`config.mk`:
```
export PLATFORM = sky130hd
export DESIGN_NAME = ifp_trap_unit
export DESIGN_NICKNAME = d
export VERILOG_FILES = /design/src/hw/ifp_pkg.sv /design/src/hw/ifp_frame_mem.sv /design/src/hw/ifp_trap_unit.sv
export SDC_FILE = /design/constraint.sdc
export NUM_CORES = 1
export LEC_CHECK = 0
export BUFFER_PORTS_ARGS = -buffer_cell sky130_fd_sc_hd__buf_4
export CORE_MARGIN = 3
export CORE_UTILIZATION = 54
export CTS_BUF_LIST = sky130_fd_sc_hd__clkbuf_16
export DETAILED_ROUTE_END_ITERATION = 10
export PLACE_DENSITY = 0.87
export SLEW_MARGIN = 10
export SYNTH_ARGS = -nofsm -noshare
export SYNTH_HDL_FRONTEND = slang
export SYNTH_HIERARCHICAL = 1
export SYNTH_SLANG_ARGS = --single-unit
```
`constraint.sdc`:
```
create_clock -name clk_sys -period 7.4 [get_ports clk_sys]
set_input_delay 1.48 -clock clk_sys [delete_from_list [all_inputs] [get_ports clk_sys]]
set_output_delay 1.48 -clock clk_sys [all_outputs]
set_load 0.01 [all_outputs]
```
`src/hw/ifp_pkg.sv`:
```
// package of constants for the integer-only float trap and reset configuration block
// assumes one clock domain and a synchronous active-low reset
package ifp_pkg;
	localparam logic [3:0] IFP_FRAME_FORMAT = 4'h4; // format code of the eight-word trap frame
	localparam logic [7:0] IFP_VECTOR_NUM = 8'h0b; // vector number 11 for the float trap
	localparam logic [11:0] IFP_VECTOR_OFFSET = {2'h0, IFP_VECTOR_NUM, 2'h0}; // vector number times four
	localparam int IFP_FRAME_WORDS = 8; // sixteen-bit words in the frame
	localparam logic [2:0] IFP_FRAME_LAST = 3'h7; // index of the last frame word
	localparam logic [31:0] IFP_EA_NONE = 32'h0000_0000; // address field for immediate or register modes
	localparam int IFP_SR_T1 = 15; // trace bit high position in the status word
	localparam int IFP_SR_T0 = 14; // trace bit low position
	localparam int IFP_SR_S = 13; // supervisor bit position
	localparam logic [15:0] IFP_SR_RESET = 16'h2700; // status word after reset
	localparam logic [1:0] IFP_BUS_MODE_SYNC = 2'h0; // ordinary non-multiplexed synchronous bus
	localparam logic IFP_IMPEDANCE_SMALL = 1'b1; // small output impedance setting
	typedef enum logic [2:0] {IFP_IDLE, IFP_DRAIN, IFP_ENTER, IFP_PUSH, IFP_VECTOR, IFP_REFILL} ifp_state_e;
endpackage : ifp_pkg

```
`src/hw/ifp_frame_mem.sv`:
```
// small memory holding the eight sixteen-bit words of the trap frame
// assumes the main block writes one word per cycle and reads one word back
`timescale 1ns/1ps
module ifp_frame_mem
	import ifp_pkg::*;
(
	input wire logic clk_sys,
	input wire logic rstn,
	input wire logic wr_en,
	input wire logic [2:0] wr_addr,
	input wire logic [15:0] wr_data,
	input wire logic [2:0] rd_addr,
	output logic [15:0] rd_data
);
	logic [15:0] mem [IFP_FRAME_WORDS]; // frame storage

	// write port, no reset needed on storage
	always_ff @(posedge clk_sys) begin
		if (wr_en) begin
			mem[wr_addr] <= wr_data;
		end
	end

	// registered read port
	always_ff @(posedge clk_sys) begin
		if (!rstn) begin
			rd_data <= 16'h0000;
		end else begin
			rd_data <= mem[rd_addr];
		end
	end
endmodule : ifp_frame_mem

```
`src/hw/ifp_trap_unit.sv`:
```
// trap sequencer for float instructions on the integer-only part, plus fixed reset configuration
// What this block does
// - every float instruction traps, never executes
// - push eight-word frame with format four
// - frame holds status, pc, offset, address, fault pc
// - no latch or multiplexed bus modes
// - cache disable pin ignored at reset
// - impedance fixed small, priority pins ignored
// - former latch pin only selects scan chain
// - wait for earlier instructions and write-backs
// - copy status, enter supervisor, clear trace bits
// - address field zero for immediate/register modes
// - use vector eleven, fetch handler, refill
// assumes the pipeline presents a decoded float instruction as a level until trap_taken
`timescale 1ns/1ps
module ifp_trap_unit
	import ifp_pkg::*;
(
	input wire logic clk_sys,
	input wire logic rstn,
	input wire logic fp_instr_valid, // decoder saw a float opcode
	input wire logic [31:0] fp_instr_pc, // address of the float instruction
	input wire logic [31:0] next_pc_in, // address of the following instruction
	input wire logic [31:0] fp_ea, // calculated operand address
	input wire logic fp_ea_none, // immediate or register direct mode
	input wire logic pipe_idle, // earlier instructions, write-backs, exceptions done
	input wire logic [15:0] status_word_in, // current status word
	input wire logic [31:0] vbr, // vector table base
	input wire logic [31:0] stack_ptr, // supervisor stack pointer
	input wire logic mem_ready, // memory accepted the current access
	input wire logic [31:0] mem_rdata, // read data for the vector fetch
	input wire logic refill_done, // pipeline prefetch complete
	input wire logic cache_disable_pin, // unused, ignored
	input wire logic [2:0] interrupt_priority_pins, // not a configuration input here
	input wire logic scan_select_pin, // former data latch enable
	output logic fp_exec_enable, // float execution, always off
	output logic trap_taken, // one-cycle pulse when the handler starts
	output logic [15:0] status_word_out, // status word after entry
	output logic status_word_we, // pulse writing status_word_out
	output logic mem_wr, // stack write strobe
	output logic mem_rd, // vector read strobe
	output logic [31:0] mem_addr, // access address
	output logic [15:0] mem_wdata, // stack write data
	output logic [31:0] handler_pc, // fetched handler address
	output logic refill_req, // ask pipeline to refill
	output logic [31:0] new_sp, // stack pointer after the push
	output logic [1:0] bus_mode, // bus operating mode
	output logic impedance_small, // output buffer impedance setting
	output logic scan_chain_sel // scan chain selection
);
	ifp_state_e state; // sequencer state
	logic [15:0] saved_sr; // internal copy of the status word
	logic [31:0] saved_pc; // return address
	logic [31:0] saved_ea; // operand address
	logic [31:0] saved_fpc; // faulted instruction address
	logic [2:0] word_idx; // frame word being written
	logic [15:0] frame_word; // frame word for word_idx
	logic [2:0] rd_idx; // readback index
	logic [15:0] frame_rd; // readback word, for debug inspection

	// fixed configuration: nothing sampled at reset can change the bus mode
	// cache_disable_pin and interrupt_priority_pins are deliberately unused
	assign bus_mode = IFP_BUS_MODE_SYNC;
	assign impedance_small = IFP_IMPEDANCE_SMALL;
	assign scan_chain_sel = scan_select_pin;
	assign fp_exec_enable = 1'b0;

	// frame layout, word 0 at the new stack pointer, sixteen bytes below stack_ptr
	always_comb begin
		case (word_idx)
			3'h0: frame_word = saved_sr;
			3'h1: frame_word = saved_pc[31:16];
			3'h2: frame_word = saved_pc[15:0];
			3'h3: frame_word = {IFP_FRAME_FORMAT, IFP_VECTOR_OFFSET};
			3'h4: frame_word = saved_ea[31:16];
			3'h5: frame_word = saved_ea[15:0];
			3'h6: frame_word = saved_fpc[31:16];
			3'h7: frame_word = saved_fpc[15:0];
			default: frame_word = 16'h0000;
		endcase
	end

	// frame copy kept for inspection; the read is registered in the memory
	ifp_frame_mem u_mem (
		.clk_sys(clk_sys),
		.rstn(rstn),
		.wr_en(state == IFP_PUSH && mem_ready),
		.wr_addr(word_idx),
		.wr_data(frame_word),
		.rd_addr(rd_idx),
		.rd_data(frame_rd)
	);

	// sequencer: drain, enter, push eight words, fetch vector, refill
	always_ff @(posedge clk_sys) begin
		if (!rstn) begin
			state <= IFP_IDLE;
			word_idx <= 3'h0;
		end else begin
			case (state)
				IFP_IDLE: if (fp_instr_valid) state <= IFP_DRAIN;
				IFP_DRAIN: if (pipe_idle) state <= IFP_ENTER;
				IFP_ENTER: begin
					state <= IFP_PUSH;
					word_idx <= 3'h0;
				end
				IFP_PUSH: if (mem_ready) begin
					if (word_idx == IFP_FRAME_LAST) state <= IFP_VECTOR;
					else word_idx <= word_idx + 3'h1;
				end
				IFP_VECTOR: if (mem_ready) state <= IFP_REFILL;
				IFP_REFILL: if (refill_done) state <= IFP_IDLE;
				default: state <= IFP_IDLE;
			endcase
		end
	end

	// capture of the frame contents; the status copy is taken before mode changes
	always_ff @(posedge clk_sys) begin
		if (!rstn) begin
			saved_sr <= 16'h0000;
			saved_pc <= 32'h0000_0000;
			saved_ea <= 32'h0000_0000;
			saved_fpc <= 32'h0000_0000;
		end else if (state == IFP_DRAIN && pipe_idle) begin
			saved_sr <= status_word_in;
			saved_pc <= next_pc_in;
			saved_ea <= fp_ea_none ? IFP_EA_NONE : fp_ea;
			saved_fpc <= fp_instr_pc;
		end
	end

	// status update: supervisor set, both trace bits cleared, written during the first push cycle
	always_ff @(posedge clk_sys) begin
		if (!rstn) begin
			status_word_out <= IFP_SR_RESET;
			status_word_we <= 1'b0;
		end else begin
			status_word_we <= (state == IFP_ENTER);
			if (state == IFP_ENTER) begin
				status_word_out <= saved_sr;
				status_word_out[IFP_SR_S] <= 1'b1;
				status_word_out[IFP_SR_T1] <= 1'b0;
				status_word_out[IFP_SR_T0] <= 1'b0;
			end
		end
	end

	// memory strobes are combinational handshakes; data is derived from registers, the address also from the vbr and stack_ptr inputs
	assign mem_wr = (state == IFP_PUSH);
	assign mem_rd = (state == IFP_VECTOR);
	assign mem_wdata = frame_word;
	assign mem_addr = (state == IFP_VECTOR) ? vbr + {20'h0, IFP_VECTOR_OFFSET}
		: stack_ptr - 32'h10 + {28'h0, word_idx, 1'b0};
	assign refill_req = (state == IFP_REFILL);
	assign new_sp = stack_ptr - 32'h10; // eight words below the old pointer

	// handler address latched from the vector table
	always_ff @(posedge clk_sys) begin
		if (!rstn) begin
			handler_pc <= 32'h0000_0000;
			rd_idx <= 3'h0;
		end else begin
			rd_idx <= word_idx;
			if (state == IFP_VECTOR && mem_ready) handler_pc <= mem_rdata;
		end
	end

	// handler start pulse
	always_ff @(posedge clk_sys) begin
		if (!rstn) trap_taken <= 1'b0;
		else trap_taken <= (state == IFP_REFILL && refill_done);
	end

	// checks
	// the sequencer must not leave the drain state while older work is still in flight
	a_no_enter_busy: assert property (@(posedge clk_sys) disable iff (!rstn)
		(state == IFP_DRAIN && !pipe_idle) |=> state == IFP_DRAIN) else $error("entered before drain");
	// the new status word always has supervisor set and both trace bits cleared
	a_trace_cleared: assert property (@(posedge clk_sys) disable iff (!rstn)
		status_word_we |-> !status_word_out[IFP_SR_T1] && !status_word_out[IFP_SR_T0] && status_word_out[IFP_SR_S])
		else $error("trace or supervisor wrong");
	// word three of the frame carries the format code
	a_format_word: assert property (@(posedge clk_sys) disable iff (!rstn)
		(mem_wr && word_idx == 3'h3) |-> mem_wdata[15:12] == 4'h4) else $error("bad format code");
	// immediate and register modes store a zero address
	a_ea_zero: assert property (@(posedge clk_sys) disable iff (!rstn)
		(state == IFP_DRAIN && pipe_idle && fp_ea_none) |=> saved_ea == 32'h0) else $error("ea not zero");
	// the vector fetch reads entry eleven of the table
	a_vector_addr: assert property (@(posedge clk_sys) disable iff (!rstn)
		mem_rd |-> mem_addr == vbr + 32'h2c) else $error("wrong vector");
	// no pin can move the bus away from the plain synchronous mode
	a_bus_fixed: assert property (@(posedge clk_sys) disable iff (!rstn)
		bus_mode == 2'h0 && impedance_small && !fp_exec_enable) else $error("config changed");
	// the old latch pin only steers the scan chain
	a_scan_follow: assert property (@(posedge clk_sys) disable iff (!rstn)
		scan_chain_sel == scan_select_pin) else $error("scan select");
	// the new status word keeps the low bits of the copy taken before the mode change
	a_sr_saved: assert property (@(posedge clk_sys) disable iff (!rstn)
		(state == IFP_DRAIN && pipe_idle) |=> ##1 status_word_we
		&& status_word_out[12:0] == $past(status_word_in[12:0], 2)) else $error("status copy lost");
	// the registered readback returns the word written two edges before
	a_frame_readback: assert property (@(posedge clk_sys) disable iff (!rstn)
		(state == IFP_PUSH && mem_ready) |=> ##1 frame_rd == $past(frame_word, 2))
		else $error("frame readback wrong");
	// a stalled write keeps its word until the memory takes it
	a_push_hold: assert property (@(posedge clk_sys) disable iff (!rstn)
		(mem_wr && !mem_ready) |=> mem_wr && $stable(word_idx)) else $error("stalled word moved");
	// accepted words advance one at a time, so all eight go out in order
	a_push_step: assert property (@(posedge clk_sys) disable iff (!rstn)
		(mem_wr && mem_ready && word_idx != IFP_FRAME_LAST) |=> mem_wr && word_idx == $past(word_idx) + 3'h1)
		else $error("frame word skipped");
	// the vector fetch follows the last frame word at once
	a_vector_next: assert property (@(posedge clk_sys) disable iff (!rstn)
		(mem_wr && mem_ready && word_idx == IFP_FRAME_LAST) |=> mem_rd) else $error("no vector fetch");
	// the handler starts only after a finished refill, back in idle
	a_taken_pulse: assert property (@(posedge clk_sys) disable iff (!rstn)
		trap_taken |-> $past(refill_req && refill_done) && state == IFP_IDLE) else $error("early handler start");
	// main scenarios: a full trap, a zero address, stalls on the push and on the vector fetch
	c_trap_done: cover property (@(posedge clk_sys) disable iff (!rstn) trap_taken);
	c_vector_stall: cover property (@(posedge clk_sys) disable iff (!rstn) mem_rd && !mem_ready);
	c_ea_none: cover property (@(posedge clk_sys) disable iff (!rstn) state == IFP_DRAIN && pipe_idle && fp_ea_none);
	c_push_stall: cover property (@(posedge clk_sys) disable iff (!rstn) mem_wr && !mem_ready);
endmodule : ifp_trap_unit

```
==> impl_metrics.toml, run 1 <==
[sta]
fmax_mhz = 162
fin_worst_skew_ps = 11.2
rsz0062_at_grt = "no"
setup_viol = 0
finalHoldViolations = 0
post-route-period-util = 0.834
fin_tns_setup_ps = 0
hold_ws_ps = 463
finalCriticalPeriod_ps = 6170
tightest_slew_ps = 1190
slew_headroom = 0.205
drv_slew = 0

[die]
die_h_um = 139
num_rows = 47
initial_utilization = 0.562
pin_count = 358
die_w_um = 139
core-area_mm2 = 0.0169
dieArea_mm2 = 0.0193

[worst_setup_path]
endpoint_kind = "output pin"
crit_type = "input port to output pin"
critical_path_required_ps = 5920
start_kind = "input port"
path_cells = "buf_4 -> inv_1 -> ha_1 -> nor4b_2 -> nand2_1 -> o31ai_1 -> nand2_1 -> nor3_4 -> nand3_2 -> o31a_1 -> o31ai_1 -> buf_4"
slowest_delay_ps = 490
path_buf_inv = 3
arrival_ps = 4690
worstPathMaxFanout = 7
rrSetupSlack_ps = 4590
crit_family = "simple AND/OR/NAND/NOR gates"
crit_path_top_delay_cell = "nor4b_2"

[global_route]
antenna_found_initial = 2
grt_pass1_wl_mm = 48.8
grt_start_max_net_pins = 113
grt_use_total = 0.309
first_global_vias = 9546
overflow = 0

[routing]
wire_per_inst_um = 18.2
drtIter0Drc = 804
drt_pre_antenna_iters = 7
drt-total-wl_mm = 31.4
via_per_inst = 5.73
drc = 0
drtAntennaViolNets = 0
num_vias = 9912

[worst_hold_path]
hp-class = "flop to flop"

[cts]
cts_tree = "done"
clkSlewWorstSetupHoldPaths_ps = 60
cts-root-buf = "clkbuf_16"
htreeDepth = 4
hold_buffers = 0
post_cts_buffers = 0
numCtsBuffers = 17
clock_path_buffers = 2
cts-resized-gates = 0
cts.sinks = 165
clk_latency_ps = 430

[power]
swShare = 0.275
intPower_mw = 1.62
powerDensity_mw_per_mm2 = 177
peakVddDrop_v = 0.000151
p_leak_nw = 5.07
p_comb_frac = 0.168
pwr-share-clk = 0.407
power.share.sequential = 0.424
netSwitchingPower_mw = 0.613

[synth]
synth-seq-cells = 165
syn_inst = 1219
synth_edf_count = 0
synth_warnings = 6
synth_cell_type_count = 75
avgSynthCellArea_um2 = 7.81
yosys_most_used_dff = "dfxtp_1"
async_reset_ff_frac = 0
synth.yosys.seq_area_share = 0.347
netlist_area_mm2 = 0.00952

[cells_and_area]
finalNetCount = 1727
layout-drive-gt1-share = 0.281
syn2layout_area_growth_pct = 32.7
seq_area_mm2 = 0.00330
multi_input_area_mm2 = 0.00572
n_fill_cell = 1316

[placed_design]
hpwl_mm = 23.2
gp_congestion = 0.906
numPortBuffers = 344

[run]
cap_violations = 0

[status]
outcome = "completed"
## layout by cell type (no fill, tap or decap), types with 18 or more instances in the layout
cell	n
nand2_1	340
buf_4	351
nand3_1	22
dfxtp_1	165
xnor2_1	37
a21boi_0	157
inv_1	22
a21oi_1	30
xor2_1	38
nor2_1	54
nand3b_1	34
o21ai_0	18
## worst reg2reg max path, delay by kind of cell, from the launching register on
family | cells | cell delay (ps)
and+or+nand+nor | 4 | 1250
DFF | 1 | 500
buffers and inverters | 3 | 740
AOI/OAI and AO/OA | 1 | 250
## stage by stage
stage               power [mW]  instance area [um2]   util  cells  setup slack [ps]
floorplan                 1.15                 9540      -   1224              1860
global placement          1.33                12000  0.710   1695              1360
detailed placement        1.34                12000  0.710   1695              1300
CTS                       2.24                12600  0.746   1727              1290
global route              2.31                12600  0.746   1729               981
finish                    2.23                12600  0.746   1729              1230
## synth_stat cells, drive strengths merged, types with 19 or more instances
cell type	instances	share of area
xnor2	37	0.034
clkbuf	76	0.030
dfxtp	165	0.35
a21boi	157	0.12
inv	22	0.0087
buf	24	0.016
nor2	55	0.022
nand3b	34	0.027
xor2	39	0.038
a21oi	31	0.017
o21ai	19	0.010
nand2	340	0.13
nand3	24	0.014
## path summary, 6_finish.rpt
check	from	end	depth (start not counted)
hold reg to reg	status_word_out[12]$_SDFFE_PN0P_	status_word_out[12]$_SDFFE_PN0P_	2
hold / removal	status_word_out[12]$_SDFFE_PN0P_	status_word_out[12]$_SDFFE_PN0P_	2
setup reg to reg	state[0]$_SDFFE_PN0P_	handler_pc[19]$_SDFFE_PN0P_	8
setup / recovery	stack_ptr[4]	mem_addr[26]	12
## layout make-up
| type | instances | share of cell area |
|---|---|---|
| multi-input cells | 936 | 0.453 |
| flip-flops and latches | 165 | 0.261 |
| repair buffers | 351 | 0.209 |
| clock buffers | 17 | 0.0337 |
| well taps | 220 | 0.0218 |
| clock inverters | 15 | 0.0146 |
| inverters | 23 | 0.00683 |
| diodes | 2 | 0.000396 |
## state kept, by name (all words and copies together), names as in the netlist, 3 cells and up
register / cells
word_idx: 3
saved_fpc: 32
state: 3
saved_ea: 32
status_word_out: 13
saved_pc: 32
handler_pc: 32
saved_sr: 16
## power by group through the flow
stage          Sequential [mW]  Combinational, mW  Clock [mW]
6_report                 0.947              0.375       0.910
3_5_place_dp             0.966              0.372           0
3_3_place_gp             0.964              0.366           0
5_1_grt                  0.951              0.407       0.953
4_1_cts                  0.946              0.374       0.916
2_1_floorplan            0.958              0.193           0
## layer usage
layer	vias to the layer above	GRT usage	part of all wire
li1	4717	-	-
met1	4595	0.370	0.37
met2	530	0.543	0.50
met3	70	0.0614	0.091
met4	0	0.126	0.037
met5	-	0	0
## logic make-up after synthesis
family | Yosys count | synth area share
muxes | 24 | 0.0288
AOI/OAI and AO/OA | 276 | 0.216
buffers and inverters | 123 | 0.0547
DFF | 165 | 0.347
other | 2 | 0.000789
xor gates and xnor gates | 76 | 0.0719
adders and majority gates | 13 | 0.0179
and+or+nand+nor | 540 | 0.263
Power figures use the tool's default switching activity.
==> inputs of run 2 (changes only) <==
--- a/config.mk
+++ b/config.mk
@@ -6,11 +6,12 @@
 export NUM_CORES = 1
 export LEC_CHECK = 0
 export BUFFER_PORTS_ARGS = -buffer_cell sky130_fd_sc_hd__buf_4
+export CORE_ASPECT_RATIO = 1.2
 export CORE_MARGIN = 3
-export CORE_UTILIZATION = 54
+export CORE_UTILIZATION = 45
 export CTS_BUF_LIST = sky130_fd_sc_hd__clkbuf_16
 export DETAILED_ROUTE_END_ITERATION = 10
-export PLACE_DENSITY = 0.87
+export PLACE_DENSITY = 0.77
 export SLEW_MARGIN = 10
 export SYNTH_ARGS = -nofsm -noshare
 export SYNTH_HDL_FRONTEND = slang
==> constraint.sdc (replaced) <==
create_clock -name clk_sys -period 5.55 [get_ports clk_sys]
set_input_delay 1.11 -clock clk_sys [delete_from_list [all_inputs] [get_ports clk_sys]]
set_output_delay 1.11 -clock clk_sys [all_outputs]
set_load 0.01 [all_outputs]
==> impl_metrics.toml, run 2 (synthesis gave the netlist of run 1 again) <==
[sta]
drv_slew = 0
rsz0062_at_grt = "no"
setup_viol = 0
fin_worst_skew_ps = 6.92
tightest_slew_ps = 1200
slew_headroom = 0.197
post-route-period-util = 0.941
fmax_mhz = 191
finalCriticalPeriod_ps = 5220
fin_tns_setup_ps = 0
finalHoldViolations = 0

[die]
pin_count = 358
dieArea_mm2 = 0.0229
initial_utilization = 0.464
num_rows = 57
die_h_um = 165
core-area_mm2 = 0.0205
die_w_um = 139

[global_route]
grt_pass1_wl_mm = 48.0
overflow = 0
grt_start_max_net_pins = 107
grt_use_total = 0.258
first_global_vias = 9035
antenna_found_initial = 0

[worst_setup_path]
path_buf_inv = 3
path_cells = "buf_4 -> inv_1 -> ha_1 -> nor4b_4 -> nand4_2 -> a2111oi_0 -> nor3_1 -> nor4bb_1 -> and4_1 -> xnor2_1 -> mux2i_1 -> buf_4"
crit_path_top_delay_cell = "a2111oi_0"
endpoint_kind = "output pin"
r2r_end = "handler_pc[22]$_SDFFE_PN0P_"
crit_type = "input port to output pin"
cp_common_cell = "buf_4"
slowest_delay_ps = 470
arrival_ps = 4110
crit_family = "simple AND/OR/NAND/NOR gates"
worstPathMaxFanout = 10
rr_worst_depth = 8
critical_path_required_ps = 4440
rrSetupSlack_ps = 2710
start_kind = "input port"
worst_r2r_startpoint = "state[0]$_SDFFE_PN0P_"

[cts]
cts.sinks = 165
cts-root-buf = "clkbuf_16"
htreeDepth = 4
post_cts_buffers = 0
hold_buffers = 0
clk_latency_ps = 420
clkSlewWorstSetupHoldPaths_ps = 60
numCtsBuffers = 17
cts-resized-gates = 0
clock_path_buffers = 2
cts_tree = "done"

[power]
power.total_mw = 2.86
p_leak_nw = 5.07
peakVddDrop_v = 0.000198
powerDensity_mw_per_mm2 = 226

[run]
cap_violations = 0

[routing]
drc = 0
via_per_inst = 5.39
num_vias = 9584
drtIter0Drc = 580
drtAntennaViolNets = 0
drt-total-wl_mm = 31.5
wire_per_inst_um = 17.7
drt_pre_antenna_iters = 6

[placed_design]
place_area_mm2 = 0.0121
gp_congestion = 0.912
numPortBuffers = 344
hpwl_mm = 23.9

[worst_hold_path]
hold_end = "saved_pc[31]$_SDFFE_PN0P_"
holdCritStartpoint = "saved_pc[31]$_SDFFE_PN0P_"
hp-class = "flop to flop"
hold_path_depth = 2

[cells_and_area]
final_common_cell = "buf_4"
finalInstanceArea_mm2 = 0.0127
syn2layout_area_growth_pct = 33.1
final_cell_mix = "356 x buf_4, 340 x nand2_1, 165 x dfxtp_1"
finalNetCount = 1732
layout-drive-gt1-share = 0.281
antenna_cells = 0

[status]
outcome = "completed"
run 2: how the worst max path moves through the flow:
stage | start | to | slack, ps | depth (start not counted)
final | stack_ptr[4] | mem_addr[31] | 330 | 12
after global routing | stack_ptr[4] | mem_addr[31] | 50 | 12
after CTS | stack_ptr[4] | mem_addr[26] | 190 | 12
after detailed placement | stack_ptr[4] | mem_addr[31] | 190 | 12
after global placement | stack_ptr[4] | mem_addr[31] | 300 | 12
after floorplan | stack_ptr[4] | mem_addr[26] | 750 | 10
run 2: layer usage:
| layer | global-route usage | part of all wire |
|---|---|---|
| met5 | 0 | 0 |
| met4 | 0.0961 | 0.032 |
| met3 | 0.0507 | 0.079 |
| met2 | 0.453 | 0.49 |
| met1 | 0.316 | 0.40 |
run 2: cell type report:
cell class                 instances  area, um2
clock buffer                      17        425
clock inverter                    15        123
fill                            1922       7870
inverter                          23       86.3
multi-input combinational        936       5730
sequential                       165       3300
tap                              265        332
timing repair buffer             356       2670
run 2: tightest hold or removal path, stage by stage, from the launching register on:
cell	delay [ps]
dfxtp_1	310
nand2_1	40
a21boi_0	60
run 2: power by group:
group          leakage (nW)  switching (mW)  total, mW  internal (mW)
Combinational          3.47           0.255      0.500          0.245
Clock                 0.264           0.517       1.10          0.584
Sequential             1.34          0.0319       1.26           1.23
Total                  5.07           0.804       2.86           2.06
run 2: stage by stage:
step	instances	utilization	setup WS, ps	hold slack [ps]
3_3_place_gp	1745	0.590	296	448
5_1_grt	1777	0.617	48.0	480
6_report	1777	0.617	326	462
3_5_place_dp	1745	0.590	193	457
4_1_cts	1777	0.616	190	466
2_1_floorplan	1224	-	753	437
